### config.mk
export PLATFORM = sky130hd
export DESIGN_NAME = pllhc_top
export DESIGN_NICKNAME = d
export VERILOG_FILES = /design/src/design/pllhc_pkg.sv /design/src/design/pllhc_top.sv
export VERILOG_INCLUDE_DIRS = /design/src /design/src/design
export SDC_FILE = /design/constraint.sdc
export NUM_CORES = 1
export LEC_CHECK = 0
export BUFFER_PORTS_ARGS = -buffer_cell sky130_fd_sc_hd__buf_2
export CAP_MARGIN = 20
export CORE_MARGIN = 2
export CORE_UTILIZATION = 55
export DETAILED_ROUTE_END_ITERATION = 6
export GPL_TIMING_DRIVEN = 1
export PLACE_DENSITY = 0.93
export SYNTH_ARGS = -nofsm -noshare
export SYNTH_HDL_FRONTEND = slang
export SYNTH_SLANG_ARGS = --single-unit
### constraint.sdc
create_clock -name i_clk -period 5.3 [get_ports i_clk]
set_clock_uncertainty 0.05 [all_clocks]
set_input_delay 1.06 -clock i_clk [delete_from_list [all_inputs] [get_ports i_clk]]
set_output_delay 1.06 -clock i_clk [all_outputs]
set_load 0.005 [all_outputs]
### src/design/pllhc_regs.svh
`ifndef PLLHC_REGS_SVH
`define PLLHC_REGS_SVH
// register indices; byte address is four times the index
`define PLLHC_IDX_PLL_CFG   10'h018
`define PLLHC_IDX_PIN_CTL   10'h01A
`define PLLHC_IDX_REF_SEL   10'h01C
`define PLLHC_IDX_HO_CTL    10'h01D
`define PLLHC_IDX_STATUS    10'h01F
`define PLLHC_IDX_CH0       10'h191
`define PLLHC_IDX_CH1       10'h194
`define PLLHC_IDX_CH2       10'h197
`define PLLHC_IDX_CH3       10'h19A
`define PLLHC_IDX_UPDATE    10'h232
// pll_cfg fields
`define PLLHC_CAL_BIT       0
`define PLLHC_CALDIV_LSB    1
`define PLLHC_DET_DIS_BIT   3
`define PLLHC_WIN_BIT       4
`define PLLHC_LDC_LSB       5
// pin control fields
`define PLLHC_LDMODE_LSB    0
`define PLLHC_REFTHR_BIT    6
`define PLLHC_PIN_CHARGED   6'h04
// holdover control fields
`define PLLHC_HO_EN_BIT     0
`define PLLHC_HO_EXT_BIT    1
`define PLLHC_COMP_EN_BIT   3
// channel ignore-alignment bit
`define PLLHC_IGN_BIT       6
// status fields
`define PLLHC_ST_PRI_BIT    0
`define PLLHC_ST_SEC_BIT    1
`define PLLHC_ST_VCO_BIT    2
`define PLLHC_ST_LOCK_BIT   3
`define PLLHC_ST_HIZ_BIT    4
`define PLLHC_ST_BUSY_BIT   5
`define PLLHC_ST_DONE_BIT   6
// reset values
`define PLLHC_RST_BYTE      8'h00
// lock detect counts per code
`define PLLHC_LDC0          8'h05
`define PLLHC_LDC1          8'h10
`define PLLHC_LDC2          8'h40
`define PLLHC_LDC3          8'hFF
// calibration length in calibration clock ticks
`define PLLHC_CAL_TICKS     4400
`endif

### src/design/pllhc_pkg.sv
package pllhc_pkg;
  typedef enum logic [2:0] {
    PLLHC_CS_IDLE    = 3'b000,
    PLLHC_CS_ALIGN   = 3'b001,
    PLLHC_CS_RUN     = 3'b010,
    PLLHC_CS_RELEASE = 3'b011,
    PLLHC_CS_CLOSE   = 3'b100
  } pllhc_cal_e;
  typedef logic [7:0] pllhc_byte_t;
endpackage

### src/design/pllhc_top.sv
// The register offsets and the AXI4-Lite register port are this design's own decisions.
`timescale 1ns/1ps
`include "pllhc_regs.svh"
module pllhc_top #(
  parameter int CAL_TICKS = `PLLHC_CAL_TICKS
) (
  input  wire logic              i_clk,
  input  wire logic              i_srst,
  input  wire logic              i_ce,
  input  wire logic [11:0]       i_awaddr,
  input  wire logic              i_awvalid,
  output logic                   o_awready,
  input  wire logic [31:0]       i_wdata,
  input  wire logic [3:0]        i_wstrb,
  input  wire logic              i_wvalid,
  output logic                   o_wready,
  output logic [1:0]             o_bresp,
  output logic                   o_bvalid,
  input  wire logic              i_bready,
  input  wire logic [11:0]       i_araddr,
  input  wire logic              i_arvalid,
  output logic                   o_arready,
  output logic [31:0]            o_rdata,
  output logic [1:0]             o_rresp,
  output logic                   o_rvalid,
  input  wire logic              i_rready,
  input  wire logic              i_align_n,
  input  wire logic              i_lock_indicator_pin,
  input  wire logic              i_pfd_ref,
  input  wire logic              i_err_in_lock_win,
  input  wire logic              i_err_over_unlock,
  input  wire logic              i_autoload_done,
  input  wire logic              i_ext_clk_sel,
  input  wire logic              i_primary_reference_slow,
  input  wire logic              i_secondary_reference_slow,
  input  wire logic              i_vco_slow,
  input  wire logic              i_clkin_slow,
  output logic                   o_cp_hiz,
  output logic                   o_bcnt_reset,
  output logic                   o_phase_lock_detector,
  output logic                   o_charged_lock_detect,
  output logic [5:0]             o_lock_pin_mode,
  output logic                   o_ref_monitor_extended,
  output logic [7:0]             o_ref_sel,
  output logic [3:0]             o_ignore_align,
  output logic                   o_internal_align,
  output logic                   o_loop_open
);
  import pllhc_pkg::*;

  pllhc_byte_t  pll_cfg_reg;
  pllhc_byte_t  pin_ctl_reg;
  pllhc_byte_t  ref_sel_reg;
  pllhc_byte_t  ho_ctl_reg;
  logic [3:0]   ign_reg;
  logic         cal_act_reg;
  logic         done_reg;
  logic         hiz_reg;
  logic         armed_reg;
  logic         align_prev_reg;
  logic         bcnt_reg;
  logic         lock_reg;
  logic [7:0]   good_cnt_reg;
  logic [3:0]   div_cnt_reg;
  logic [12:0]  tick_cnt_reg;
  logic [3:0]   mon_reg;
  pllhc_cal_e   cal_state_reg;
  pllhc_cal_e   cal_state_next;
  logic         wr_go;
  logic [9:0]   wr_idx;
  logic [9:0]   rd_idx;
  logic         update_go;
  logic         cal_start;
  logic         cal_tick;
  logic         ho_en;
  logic         ho_ext;
  logic         pin_sensed;
  logic         enter_ho;
  logic         leave_ho;
  logic [7:0]   lock_target;
  logic [3:0]   div_last;
  logic [31:0]  rd_word;
  logic         rd_hit;
  logic         wr_hit;

  // write path takes address and data in the same beat
  assign wr_go     = i_awvalid & i_wvalid & ~o_bvalid & i_ce;
  assign o_awready = wr_go;
  assign o_wready  = wr_go;
  assign o_arready = ~o_rvalid & i_ce;
  assign wr_idx    = i_awaddr[11:2];
  assign rd_idx    = i_araddr[11:2];
  assign update_go = wr_go & i_wstrb[0] & (wr_idx == `PLLHC_IDX_UPDATE)
                     & i_wdata[0];

  // decode of mapped write addresses; others answer slverr
  always_comb begin
    case (wr_idx)
      `PLLHC_IDX_PLL_CFG, `PLLHC_IDX_PIN_CTL, `PLLHC_IDX_REF_SEL,
      `PLLHC_IDX_HO_CTL, `PLLHC_IDX_STATUS, `PLLHC_IDX_CH0,
      `PLLHC_IDX_CH1, `PLLHC_IDX_CH2, `PLLHC_IDX_CH3,
      `PLLHC_IDX_UPDATE: wr_hit = 1'b1;
      default:           wr_hit = 1'b0;
    endcase
  end

  // configuration registers; data sits in the low byte lane
  always_ff @(posedge i_clk) begin
    if (i_srst) begin
      pll_cfg_reg <= `PLLHC_RST_BYTE;
      pin_ctl_reg <= `PLLHC_RST_BYTE;
      ref_sel_reg <= `PLLHC_RST_BYTE;
      ho_ctl_reg  <= `PLLHC_RST_BYTE;
      ign_reg     <= 4'h0;
    end else if (wr_go && i_wstrb[0]) begin
      case (wr_idx)
        `PLLHC_IDX_PLL_CFG: pll_cfg_reg <= i_wdata[7:0];
        `PLLHC_IDX_PIN_CTL: pin_ctl_reg <= i_wdata[7:0];
        `PLLHC_IDX_REF_SEL: ref_sel_reg <= i_wdata[7:0];
        `PLLHC_IDX_HO_CTL:  ho_ctl_reg  <= i_wdata[7:0];
        `PLLHC_IDX_CH0: ign_reg[0] <= i_wdata[`PLLHC_IGN_BIT];
        `PLLHC_IDX_CH1: ign_reg[1] <= i_wdata[`PLLHC_IGN_BIT];
        `PLLHC_IDX_CH2: ign_reg[2] <= i_wdata[`PLLHC_IGN_BIT];
        `PLLHC_IDX_CH3: ign_reg[3] <= i_wdata[`PLLHC_IGN_BIT];
        default: ;
      endcase
    end
  end

  // write response
  always_ff @(posedge i_clk) begin
    if (i_srst) begin
      o_bvalid <= 1'b0;
      o_bresp  <= 2'h0;
    end else if (i_ce) begin
      if (wr_go) begin
        o_bvalid <= 1'b1;
        o_bresp  <= wr_hit ? 2'h0 : 2'h2;
      end else if (i_bready) begin
        o_bvalid <= 1'b0;
      end
    end
  end

  // read mux; status shows live block state
  always_comb begin
    rd_word = 32'h0;
    rd_hit  = 1'b1;
    case (rd_idx)
      `PLLHC_IDX_PLL_CFG: rd_word[7:0] = pll_cfg_reg;
      `PLLHC_IDX_PIN_CTL: rd_word[7:0] = pin_ctl_reg;
      `PLLHC_IDX_REF_SEL: rd_word[7:0] = ref_sel_reg;
      `PLLHC_IDX_HO_CTL:  rd_word[7:0] = ho_ctl_reg;
      `PLLHC_IDX_STATUS: begin
        rd_word[3:0]                = mon_reg;
        rd_word[`PLLHC_ST_HIZ_BIT]  = hiz_reg;
        rd_word[`PLLHC_ST_BUSY_BIT] = cal_state_reg != PLLHC_CS_IDLE;
        rd_word[`PLLHC_ST_DONE_BIT] = done_reg;
      end
      `PLLHC_IDX_CH0: rd_word[`PLLHC_IGN_BIT] = ign_reg[0];
      `PLLHC_IDX_CH1: rd_word[`PLLHC_IGN_BIT] = ign_reg[1];
      `PLLHC_IDX_CH2: rd_word[`PLLHC_IGN_BIT] = ign_reg[2];
      `PLLHC_IDX_CH3: rd_word[`PLLHC_IGN_BIT] = ign_reg[3];
      `PLLHC_IDX_UPDATE: rd_word = 32'h0; // self-clearing command
      default: rd_hit = 1'b0;
    endcase
  end

  // read data channel
  always_ff @(posedge i_clk) begin
    if (i_srst) begin
      o_rvalid <= 1'b0;
      o_rdata  <= 32'h0;
      o_rresp  <= 2'h0;
    end else if (i_ce) begin
      if (i_arvalid && !o_rvalid) begin
        o_rvalid <= 1'b1;
        o_rdata  <= rd_word;
        o_rresp  <= rd_hit ? 2'h0 : 2'h2;
      end else if (i_rready) begin
        o_rvalid <= 1'b0;
      end
    end
  end

  // monitors: vco monitor watches clk input when that is selected
  always_ff @(posedge i_clk) begin
    if (i_srst) begin
      mon_reg <= 4'h0;
    end else if (i_ce) begin
      mon_reg[`PLLHC_ST_PRI_BIT]  <= i_primary_reference_slow;
      mon_reg[`PLLHC_ST_SEC_BIT]  <= i_secondary_reference_slow;
      mon_reg[`PLLHC_ST_VCO_BIT]  <= i_ext_clk_sel ? i_clkin_slow : i_vco_slow;
      mon_reg[`PLLHC_ST_LOCK_BIT] <= lock_reg;
    end
  end

  assign o_ref_monitor_extended = pin_ctl_reg[`PLLHC_REFTHR_BIT];
  assign o_lock_pin_mode        = pin_ctl_reg[5:0];
  assign o_charged_lock_detect  = pin_ctl_reg[5:0] == `PLLHC_PIN_CHARGED;
  assign o_ref_sel              = ref_sel_reg;
  assign o_ignore_align         = ign_reg;
  assign o_phase_lock_detector  = lock_reg;

  // lock detector target from the two-bit counter field
  always_comb begin
    case (pll_cfg_reg[`PLLHC_LDC_LSB +: 2])
      2'h0:    lock_target = `PLLHC_LDC0;
      2'h1:    lock_target = `PLLHC_LDC1;
      2'h2:    lock_target = `PLLHC_LDC2;
      default: lock_target = `PLLHC_LDC3;
    endcase
  end

  // hysteresis: one bad cycle drops lock, a run of good ones sets it
  always_ff @(posedge i_clk) begin
    if (i_srst || (i_ce && pll_cfg_reg[`PLLHC_DET_DIS_BIT])) begin
      lock_reg     <= 1'b0;
      good_cnt_reg <= 8'h00;
    end else if (i_ce && i_pfd_ref) begin
      if (i_err_over_unlock) begin
        lock_reg     <= 1'b0;
        good_cnt_reg <= 8'h00;
      end else if (!i_err_in_lock_win) begin
        good_cnt_reg <= 8'h00;
      end else if (good_cnt_reg + 8'h01 >= lock_target) begin
        lock_reg     <= 1'b1;
        good_cnt_reg <= lock_target;
      end else begin
        good_cnt_reg <= good_cnt_reg + 8'h01;
      end
    end
  end

  // holdover decision; detector events come from the selected reference
  assign ho_en     = ho_ctl_reg[`PLLHC_HO_EN_BIT];
  assign ho_ext    = ho_ctl_reg[`PLLHC_HO_EXT_BIT];
  assign pin_sensed = ho_ctl_reg[`PLLHC_COMP_EN_BIT] ? i_lock_indicator_pin
                                                     : 1'b1;
  // automatic entry only from a normal pump, so a pin still low cannot block release
  assign enter_ho   = i_ce & ho_en
                      & (ho_ext ? (align_prev_reg & ~i_align_n)
                                : (armed_reg & ~hiz_reg & ~pin_sensed));
  assign leave_ho  = i_ce & hiz_reg & i_pfd_ref & ~enter_ho
                     & (~ho_ext | i_align_n);
  // entry reaches the pump in the same cycle as the edge
  assign o_cp_hiz     = hiz_reg | enter_ho;
  assign o_bcnt_reset = bcnt_reg;

  // edge detector memory for the alignment pin
  always_ff @(posedge i_clk) begin
    if (i_srst) begin
      align_prev_reg <= 1'b1;
    end else if (i_ce) begin
      align_prev_reg <= i_align_n;
    end
  end

  // pump state; clearing enable returns the pump to normal at once
  always_ff @(posedge i_clk) begin
    if (i_srst) begin
      hiz_reg  <= 1'b0;
      bcnt_reg <= 1'b0;
    end else if (i_ce) begin
      bcnt_reg <= leave_ho & ho_en;
      if (!ho_en) begin
        hiz_reg <= 1'b0;
      end else if (enter_ho) begin
        hiz_reg <= 1'b1;
      end else if (leave_ho) begin
        hiz_reg <= 1'b0;
      end
    end
  end

  // re-arm only once the pin is seen high out of holdover
  always_ff @(posedge i_clk) begin
    if (i_srst) begin
      armed_reg <= 1'b1;
    end else if (i_ce) begin
      if (leave_ho && !ho_ext) begin
        armed_reg <= 1'b0;
      end else if (!hiz_reg && pin_sensed) begin
        armed_reg <= 1'b1;
      end
    end
  end

  // calibrate bit acts on update; a rising active copy starts a run
  assign cal_start = i_ce & ((update_go & pll_cfg_reg[`PLLHC_CAL_BIT]
                     & ~cal_act_reg) | i_autoload_done);
  always_ff @(posedge i_clk) begin
    if (i_srst) begin
      cal_act_reg <= 1'b0; // first set-and-update starts a run
    end else if (i_ce && update_go) begin
      cal_act_reg <= pll_cfg_reg[`PLLHC_CAL_BIT];
    end
  end

  // calibration clock: detector events divided by 2,4,8 or 16
  assign div_last = 4'((5'h02 << pll_cfg_reg[`PLLHC_CALDIV_LSB +: 2]) - 5'h01);
  assign cal_tick = i_ce & i_pfd_ref & (div_cnt_reg == div_last);
  always_ff @(posedge i_clk) begin
    if (i_srst || cal_state_reg == PLLHC_CS_IDLE) begin
      div_cnt_reg <= 4'h0;
    end else if (i_ce && i_pfd_ref) begin
      div_cnt_reg <= (div_cnt_reg == div_last) ? 4'h0 : div_cnt_reg + 4'h1;
    end
  end

  // sequencer; without a reference no tick arrives and it waits
  always_comb begin
    cal_state_next = cal_state_reg;
    case (cal_state_reg)
      PLLHC_CS_IDLE:    if (cal_start) cal_state_next = PLLHC_CS_ALIGN;
      PLLHC_CS_ALIGN:   if (cal_tick) cal_state_next = PLLHC_CS_RUN;
      PLLHC_CS_RUN:     if (cal_tick && tick_cnt_reg == 13'(CAL_TICKS - 3))
                          cal_state_next = PLLHC_CS_RELEASE;
      PLLHC_CS_RELEASE: if (cal_tick) cal_state_next = PLLHC_CS_CLOSE;
      PLLHC_CS_CLOSE:   cal_state_next = PLLHC_CS_IDLE;
      default:          cal_state_next = PLLHC_CS_IDLE;
    endcase
  end

  // state register and tick count over the RUN state only
  always_ff @(posedge i_clk) begin
    if (i_srst) begin
      cal_state_reg <= PLLHC_CS_IDLE;
      tick_cnt_reg  <= 13'h0000;
    end else if (i_ce) begin
      cal_state_reg <= cal_state_next;
      if (cal_state_reg == PLLHC_CS_IDLE) begin
        tick_cnt_reg <= 13'h0000;
      end else if (cal_tick && cal_state_reg == PLLHC_CS_RUN) begin
        tick_cnt_reg <= tick_cnt_reg + 13'h0001;
      end
    end
  end

  // outputs held static until vco settled; loop closes last
  assign o_internal_align = cal_state_reg == PLLHC_CS_ALIGN
                            || cal_state_reg == PLLHC_CS_RUN;
  assign o_loop_open      = cal_state_reg != PLLHC_CS_IDLE
                            && cal_state_reg != PLLHC_CS_CLOSE;

  // done flag: start clears it, the close step sets it
  always_ff @(posedge i_clk) begin
    if (i_srst) begin
      done_reg <= 1'b0;
    end else if (i_ce) begin
      if (cal_state_reg == PLLHC_CS_CLOSE) begin
        done_reg <= 1'b1;
      end else if (cal_start && cal_state_reg == PLLHC_CS_IDLE) begin
        done_reg <= 1'b0;
      end
    end
  end

  property p_ho_off;
    @(posedge i_clk) disable iff (i_srst) i_ce && !ho_en |=> !hiz_reg;
  endproperty
  a_ho_off: assert property (p_ho_off) else $error("hiz with holdover off");
  property p_fall;
    @(posedge i_clk) disable iff (i_srst)
      i_ce && ho_en && ho_ext && align_prev_reg && !i_align_n |-> o_cp_hiz;
  endproperty
  a_fall: assert property (p_fall) else $error("edge missed hiz");
  property p_wait_ref;
    @(posedge i_clk) disable iff (i_srst)
      i_ce && ho_en && hiz_reg && !i_pfd_ref |=> hiz_reg;
  endproperty
  a_wait_ref: assert property (p_wait_ref) else $error("left hiz early");
  property p_bcnt;
    @(posedge i_clk) disable iff (i_srst)
      o_bcnt_reset |-> $past(hiz_reg) && !hiz_reg && $past(i_pfd_ref);
  endproperty
  a_bcnt: assert property (p_bcnt) else $error("b reset not on release");
  property p_auto;
    @(posedge i_clk) disable iff (i_srst)
      i_ce && ho_en && !ho_ext && armed_reg && !hiz_reg && !pin_sensed |=> hiz_reg;
  endproperty
  a_auto: assert property (p_auto) else $error("auto holdover missed");
  property p_comp;
    @(posedge i_clk) disable iff (i_srst)
      i_ce && !ho_ctl_reg[`PLLHC_COMP_EN_BIT] && !ho_ext && !hiz_reg |=> !hiz_reg;
  endproperty
  a_comp: assert property (p_comp) else $error("entered with comp off");
  property p_rearm;
    @(posedge i_clk) disable iff (i_srst) leave_ho && !ho_ext |=> !armed_reg;
  endproperty
  a_rearm: assert property (p_rearm) else $error("armed after release");
  property p_unlock;
    @(posedge i_clk) disable iff (i_srst)
      i_ce && i_pfd_ref && i_err_over_unlock |=> !lock_reg;
  endproperty
  a_unlock: assert property (p_unlock) else $error("lock kept");
  property p_done_clr;
    @(posedge i_clk) disable iff (i_srst)
      cal_start && cal_state_reg == PLLHC_CS_IDLE |=> !done_reg [*2];
  endproperty
  a_done_clr: assert property (p_done_clr) else $error("done not cleared");
  property p_seq;
    @(posedge i_clk) disable iff (i_srst)
      cal_state_reg == PLLHC_CS_CLOSE |-> $past(cal_state_reg) == PLLHC_CS_RELEASE
        && !o_internal_align;
  endproperty
  a_seq: assert property (p_seq) else $error("bad cal order");
endmodule

==> results of run 1 <==
==> cell usage after synthesis, drive strengths merged, types with 2 or more instances <==
cell type,n
a2111oi,4
a211oi,6
a21oi,32
a221oi,5
a22o,2
a22oi,13
a31oi,2
a32o,3
and2,4
and3,5
and3b,2
and4,2
and4b,2
buf,41
clkbuf,23
dfxtp,87
ha,15
inv,14
mux2,6
mux2i,48
nand2,39
nand2b,9
nand3,23
nand3b,3
nand4,3
nand4b,4
nor2,90
nor2b,5
nor3,15
nor3b,2
nor4b,2
o211ai,4
o21ai,13
o22ai,4
o311ai,2
or2,2
or3,10
or4b,2
xnor2,12
xor2,8
==> worst paths after layout <==
path | start | to | slack [ns] | cells after the start
setup reg to reg | good_cnt_reg[2] | good_cnt_reg[4] | 2.29 | 11
hold reg to reg | cal_act_reg | cal_act_reg | 0.41 | 2
setup / recovery | i_ce | o_arready | 2.01 | 4
hold / removal | cal_act_reg | cal_act_reg | 0.41 | 2
==> worst register-to-register path: cells and delay by family, from the launching register on <==
kind	cells	cell delay (ns)
adder cells (fa/ha/maj)	1	0.30
AO/OA/AOI/OAI	4	0.71
AND/OR/NAND/NOR	3	0.59
buffers and inverters	1	0.26
XOR/XNOR	1	0.24
flip-flops	1	0.43
multiplexers	1	0.35
==> report_power, final <==
part | switching, mW | internal, mW | leakage (nW)
logic | 0.0913 | 0.0485 | 1.40
registers | 0.00929 | 0.661 | 0.703
clock network | 0.229 | 0.260 | 0.0982
total | 0.329 | 0.970 | 2.21
==> kinds of logic after synthesis <==
| group | after synthesis | share of synthesized area |
|---|---|---|
| simple gates | 228 | 0.2399 |
| compound gates | 101 | 0.1385 |
| flops | 87 | 0.3493 |
| buf+inv | 78 | 0.08883 |
| mux | 54 | 0.1099 |
| xor+xnor | 20 | 0.03513 |
| fa+ha+maj | 15 | 0.03764 |
| other cells | 1 | 0.0007521 |
==> per-stage QoR <==
step | power, mW | setup WS (ns) | util | hold slack [ns]
2_1_floorplan | 0.7861 | 2.445 | - | 0.3812
3_3_place_gp | 0.8145 | 1.853 | 0.6011 | 0.3886
3_5_place_dp | 0.8201 | 1.740 | 0.6011 | 0.4004
4_1_cts | 1.296 | 1.849 | 0.6239 | 0.4107
5_1_grt | 1.344 | 1.887 | 0.6248 | 0.4438
6_report | 1.299 | 2.012 | 0.6248 | 0.4123
==> per-layer routing <==
metal,track usage,share of wire
met4,0.09273,0.033
met1,0.3273,0.40
met5,0,0
met3,0.05271,0.068
met2,0.4548,0.50
==> area by class of cell <==
class,instances,share of cell area
clock inverter,4,0.01325
multi-input combinational,444,0.5288
timing repair buffer,89,0.08227
clock buffer,10,0.02331
inverter,14,0.009598
sequential,87,0.3181
tap,108,0.02468
==> flow_summary_export.csv, run 1 <==
group,metric,value,unit
setup_path,path_max_fanout,19,
finish,fill_cells,738,
sta,rsz0062_at_grt,"false",
sta,worst_pin_slew,0.8078,ns
flow_run,cap_violations,0,
power_and_ir_drop,p_per_area,237.2,mW/mm^2
place,dp.cells,741,
finish,drive_gt1_frac,0.1944,
floorplanning,dieArea,0.009843,mm^2
power_and_ir_drop,ir_drop,0.1974,mV
finish,finalNetCount,739,
grt,grt_pass1_wl,21200,um
setup_path,end_kind,"output port",
place,postPlaceCellArea,0.005268,mm^2
cts,ctsHoldBuffers,0,
setup_path,startpoint_type,"primary input",
floorplanning,die_h,99.21,um
min_path,min_path_type,"reg -> reg",
sta,tns,0,ns
routing,first_iter_violations,462,
synthesis,async_flop_share,0,
floorplanning,io_pins,145,
cts,clockBufferDepth,2,
floorplanning,die_w,99.21,um
synthesis,synth_area,0.004986,mm^2
cts,cts_resized,0,
sta,min_period_over_period,0.6204,
setup_path,path_class,"in -> out",
grt,antenna_found_initial,0,
floorplanning,rows,34,
synthesis,ys_seq_area_frac,0.3493,
setup_path,cp_top_family,"buffers and inverters",
cts,h-tree-depth,3,
routing,vias,4620,
synthesis,synth-main-ff-cell,"dfxtp_1",
cts,clk_pin_slew,0.08,ns
power_and_ir_drop,leakagePower,2.205,nW
sta,max_slew_margin,0.4595,
grt,grt_use_total,0.2634,
routing,vias_per_cell,6.111,
setup_path,max_stage_delay,0.37,ns
routing,drt_pass1_iterations,6,
sta,slew_violations,0,
synthesis,synth_cell_types,68,
cts,cts_sinks,87,
routing,drtAntennaViolNets,0,
synthesis,synth_top_area_frac,0.3493,
cts,cts_tree,"built",
run_status,status,"complete, no violations",
cts,cts-root-buf,"clkbuf_8",
setup_path,path_buf_inv,3,
routing,detail_route.wl_per_cell,17.29,um
synthesis,synth_warnings,0,
finish,final_area,0.005475,mm^2
finish,seqCellArea,0.001742,mm^2
synthesis,synth_top_area_cell,"dfxtp_1",
sta,hold_viol_final,0,
place,hpwl,9457,um
sta,fmax,304.1,MHz
setup_path,cp_common_cell,"buf_2",
setup_path,crit_arrival,2.18,ns
cts,cts_buffers,9,
cts,clk-insertion-delay-late,0.35,ns
routing,wl,13070,um
setup_path,cp.required,4.19,ns
cts,post_cts_buffers,0,
synthesis,synthCells,584,
grt,grt_max_degree,42,
setup_path,slowest_stage,"buf_2",
sta,post-route-min-period,3.288,ns
floorplanning,fp.coreArea,0.008763,mm^2
grt,first_global_vias,4361,
finish,final_cell_mix,"nor2_1, dfxtp_1, buf_2",
finish,largest_register_ffs,13,
place,io_buffers,87,
finish,antenna_cells,0,
place,gp_congestion,0.8449,
synthesis,syn_area_per_cell,8.538,um^2
finish,fin_cells,756,
synthesis,synth_edf_count,0,
synthesis,synth.top_cells.by_area,"dfxtp_1, mux2i_1, nor2_1, buf_4, ha_1",
finish,multi_input_area,0.002895,mm^2
finish,area_growth,9.812,%
sta,setup_violations,0,
floorplanning,initial_core_util,0.5690,
setup_path,crit_chain,"buf_2, inv_1, nor2_1, buf_2",
routing,drc,0,
grt,grt_overflow,0,
synthesis,ys_ff_latch,87,
(Power assumes the default switching activity.)
==> run 2: changes to the inputs <==
- CORE_UTILIZATION: 55 -> 53
- PLACE_DENSITY: 0.93 -> 0.9
- clock period: 5.3 -> 3.1 ns (I/O delays scaled with it)
==> run 2 against run 1 <==
Effect of this change: non-clock buffer count increased by 5; critical endpoint is now good_cnt_reg[4]; via count is 3.6% lower; clock-buffer cell count fell by 1; critical path depth is 7 higher; die area grew 3.6%; flip-flop and latch count unchanged; largest power group unchanged.
==> flow_summary_export.csv, run 2 (synthesis results as in run 1) <==
group,metric,value,unit
sta,fmax,368.3,MHz
finish,fill_cells,771,
setup_path,worst-r2r-cell-count,11,
setup_path,crit_arrival,2.97,ns
floorplanning,io_pins,145,
floorplanning,die_h,101.0,um
run_status,status,"complete, no violations",
sta,post-route-min-period,2.715,ns
cts,cts-root-buf,"clkbuf_8",
cts,ctsHoldBuffers,0,
floorplanning,die_w,101.0,um
place,gp_congestion,0.9325,
min_path,holdPathEnd,"cal_act_reg",
setup_path,path_class,"reg -> reg",
grt,grt.met3_usage,0.05132,
sta,max_slew_margin,0.4777,
routing,detail_route.wl_per_cell,15.76,um
finish,seqCellArea,0.001742,mm^2
min_path,holdPathStages,2,
sta,rsz0062_at_grt,"false",
setup_path,worst_r2r_endpoint,"good_cnt_reg[4]",
floorplanning,initial_core_util,0.5422,
grt,grt_use_met1,0.2946,
cts,post_cts_buffers,0,
setup_path,startpoint_type,"register",
cts,clk-insertion-delay-late,0.38,ns
routing,vias_per_cell,5.804,
routing,wl,12090,um
sta,slew_violations,0,
sta,setup_violations,0,
sta,fin_ws,0.3846,ns
routing,drc,0,
power_and_ir_drop,leakagePower,2.228,nW
power_and_ir_drop,ir_drop,0.2724,mV
finish,finalNetCount,744,
cts,clk_pin_slew,0.09,ns
setup_path,path_max_fanout,15,
power_and_ir_drop,p_per_area,391.1,mW/mm^2
cts,cts_sinks,87,
setup_path,reg2reg_setup_slack,0.38,ns
place,io_buffers,87,
setup_path,rr_startpoint,"good_cnt_reg[0]",
finish,fin_cells,767,
min_path,hp-start,"cal_act_reg",
grt,met2_usage,0.4154,
grt,grt_max_degree,42,
place,dp.cells,750,
floorplanning,rows,35,
flow_run,cap_violations,0,
grt,first_global_vias,4148,
finish,final_cell_mix,"nor2_1, dfxtp_1, buf_2",
setup_path,end_kind,"register",
grt,antenna_found_initial,0,
sta,hold_viol_final,0,
routing,first_iter_violations,280,
cts,clockBufferDepth,2,
floorplanning,fp.coreArea,0.009196,mm^2
finish,multi_input_area,0.002895,mm^2
grt,grt_busiest_layer,"met2",
min_path,min_path_type,"reg -> reg",
cts,cts_resized,0,
grt,grt_overflow,0,
finish,largest_register_ffs,13,
finish,area_growth,10.49,%
cts,cts_tree,"built",
place,hpwl,9069,um
routing,drtAntennaViolNets,0,
sta,tns,0,ns
power_and_ir_drop,power.total,2.155,mW
place,dp_slack,0.4384,ns
cts,h-tree-depth,3,
routing,drt_pass1_iterations,5,
routing,vias,4452,
setup_path,cp.required,3.35,ns
sta,min_period_over_period,0.8759,
sta,worst_pin_slew,0.7806,ns
floorplanning,dieArea,0.01020,mm^2
grt,grt_use_total,0.2400,
finish,drive_gt1_frac,0.2046,
cts,cts_buffers,9,
grt,grt_pass1_wl,19310,um
==> run 2: changes by cell type in the layout (fill, tap and decap cells not counted), sizes merged <==
cell,previous run,this run
clkbuf,10,9
bufinv,2,0
inv,14,18
buf,89,94
clkinv,1,2
diode,0,1
==> run 2: cell type report <==
class / instances / area share
inverters: 14 / 0.009539
multi-input cells: 444 / 0.5256
repair buffers: 94 / 0.08858
diodes: 1 / 0.0004542
clock buffers: 9 / 0.02248
well taps: 111 / 0.02521
flip-flops and latches: 87 / 0.3161
clock inverters: 7 / 0.01204
==> run 2: worst max-delay path by stage <==
stage / from / to / slack (ns) / cells past startpoint
after floorplan: good_cnt_reg[2] / good_cnt_reg[5] / 0.65 / 11
after global placement: good_cnt_reg[2] / good_cnt_reg[4] / 0.50 / 11
after detailed placement: good_cnt_reg[0] / good_cnt_reg[4] / 0.44 / 11
after CTS: good_cnt_reg[0] / good_cnt_reg[4] / 0.42 / 11
after global routing: good_cnt_reg[0] / good_cnt_reg[4] / 0.14 / 11
final: good_cnt_reg[0] / good_cnt_reg[4] / 0.38 / 11
==> run 2: stage by stage <==
step	instance area, um^2	util	hold WS, ns
CTS	5507	0.5988	0.4127
finish	5509	0.5990	0.4158
floorplan	5080	-	0.3812
global placement	5316	0.5781	0.3885
detailed placement	5316	0.5781	0.4005
global route	5507	0.5988	0.4290
==> run 2: worst max-delay path, stage by stage (launching register included) <==
cell and delay (ns):
dfxtp_1 0.41, and3_1 0.22, nand3_1 0.19, nor2_1 0.19
xor2_1 0.20, ha_1 0.27, a21oi_1 0.15, o21ai_0 0.10
a21oi_1 0.13, buf_4 0.24, mux2_2 0.36, o22ai_1 0.15
==> run 2: layer usage <==
metal,wire (um),vias to the layer above,part of all wire
met2,6074,187,0.50
met5,0,-,0
met3,821,21,0.068
met1,4982,2097,0.41
li1,-,2147,-
met4,207,0,0.017
==> run 2: where the power goes <==
part           internal, mW  switching, mW
logic                0.0852          0.150
clock network         0.310          0.462
registers              1.13         0.0156
total                  1.53          0.628
==> run 3: changes to the inputs <==
- CORE_UTILIZATION: 53 -> 54
- CTS_BUF_LIST: not set -> sky130_fd_sc_hd__clkbuf_8
- GPL_ROUTABILITY_DRIVEN: not set -> 0
- PLACE_DENSITY: 0.9 -> 0.92
==> run 3 against run 2 <==
Effect of this change: sequential share of layout area about the same; global-route usage increased by 2.3 points; clock power decreased by 3.9%; sequential power about the same; flip-flop and latch count unchanged; fmax decreased by 0.20%; combinational power increased by 3%; critical path type unchanged; clock-buffer cell count unchanged; cell count unchanged; core utilization increased by 0.49 points.
==> flow_summary_export.csv, run 3 (synthesis results as in run 1) <==
group,metric,value,unit
setup_path,end_kind,"register",
setup_path,cp.required,3.35,ns
floorplanning,fp.coreArea,0.009109,mm^2
floorplanning,die_h,100.1,um
power_and_ir_drop,leakagePower,2.231,nW
sta,setup_violations,0,
routing,drtAntennaViolNets,0,
grt,met2_usage,0.4709,
finish,final_area,0.005502,mm^2
setup_path,startpoint_type,"register",
sta,slew_violations,0,
min_path,min_path_type,"reg -> reg",
routing,vias_per_cell,5.948,
sta,hold_viol_final,0,
floorplanning,dieArea,0.01002,mm^2
floorplanning,rows,35,
floorplanning,io_pins,145,
grt,grt_use_met1,0.3058,
cts,clk-insertion-delay-late,0.38,ns
place,postPlaceCellArea,0.005324,mm^2
finish,finalNetCount,745,
cts,cts_buffers,9,
grt,antenna_found_initial,0,
sta,tns,0,ns
cts,cts_tree,"built",
sta,fmax,367.5,MHz
grt,grt_use_total,0.2631,
routing,detail_route.wl_per_cell,16.95,um
routing,drc,0,
finish,final_cell_mix,"nor2_1, dfxtp_1, buf_2",
power_and_ir_drop,power.total,2.134,mW
setup_path,crit_arrival,2.97,ns
grt,first_global_vias,4399,
setup_path,path_class,"reg -> reg",
floorplanning,initial_core_util,0.5474,
cts,cts_resized,0,
sta,rsz0062_at_grt,"false",
floorplanning,die_w,100.1,um
power_and_ir_drop,p_per_area,387.9,mW/mm^2
grt,grt.met3_usage,0.05014,
grt,grt_max_degree,41,
finish,antenna_cells,0,
sta,min_period_over_period,0.8777,
place,dp.cells,751,
sta,worst_pin_slew,0.8143,ns
finish,area_growth,10.34,%
routing,drt_pass1_iterations,5,
routing,first_iter_violations,292,
grt,grt_overflow,0,
flow_run,cap_violations,0,
finish,drive_gt1_frac,0.2043,
finish,largest_register_ffs,13,
cts,post_cts_buffers,0,
routing,vias,4562,
setup_path,path_max_fanout,15,
cts,clk_pin_slew,0.09,ns
cts,clockBufferDepth,2,
cts,h-tree-depth,3,
place,io_buffers,87,
sta,max_slew_margin,0.4551,
run_status,status,"complete, no violations",
place,hpwl,9503,um
finish,fin_cells,767,
grt,grt_busiest_layer,"met2",
sta,post-route-min-period,2.721,ns
power_and_ir_drop,ir_drop,0.2958,mV
cts,ctsHoldBuffers,0,
grt,grt_pass1_wl,20910,um
cts,cts-root-buf,"clkbuf_8",
finish,postLayoutCoreUtil,0.6040,
routing,wl,13000,um
cts,cts_sinks,87,
run 3: changes by cell type in the layout (fill, tap and decap cells not counted), sizes merged:
cell / before / now
buf: 94 / 95
diode: 1 / 0
clkinv: 2 / 1
inv: 18 / 19
run 3: stage by stage:
stage | hold slack (ns) | setup WS [ns]
2_1_floorplan | 0.3812 | 0.6491
3_3_place_gp | 0.3883 | 0.5420
3_5_place_dp | 0.4069 | 0.4384
4_1_cts | 0.4187 | 0.4299
5_1_grt | 0.4493 | 0.1856
6_report | 0.4190 | 0.3793
run 3: where the power goes:
group | internal (mW) | leakage (nW) | switching (mW)
registers | 1.13 | 0.703 | 0.0163
logic | 0.0862 | 1.44 | 0.157
clock network | 0.301 | 0.0937 | 0.442
total | 1.52 | 2.23 | 0.616
run 3: final cells by class:
cell class                      count  area [um^2]
Timing Repair Buffer               95        495.5
Tap cell                          111        138.9
Clock buffer                        9        123.9
Multi-Input combinational cell    444         2895
Fill cell                         756         3607
Sequential cell                    87         1742
Inverter                           14        52.55
Clock inverter                      7        53.80
run 3: layer usage:
metal	routed length [um]	share of wire
met5	0	0
met4	365	0.028
met3	952	0.073
met2	6545	0.50
met1	5141	0.40
run 3: worst paths after layout:
path	slack, ns	startpoint	depth (start not counted)	to
worst min register to register	0.42	o_rresp[1]	2	o_rresp[1]
worst min-delay path	0.42	o_rresp[1]	2	o_rresp[1]
worst max register to register	0.38	good_cnt_reg[0]	11	good_cnt_reg[4]
worst max-delay path	0.38	good_cnt_reg[0]	11	good_cnt_reg[4]
run 3: critical path: stages (launching register included):
cell     delay [ns]
dfxtp_1        0.43
and3_1         0.24
nand3_1        0.18
nor2_1         0.17
xor2_1         0.20
ha_1           0.28
a21oi_1        0.14
o21ai_0        0.09
a21oi_1        0.12
buf_4          0.23
mux2_2         0.35
o22ai_1        0.15
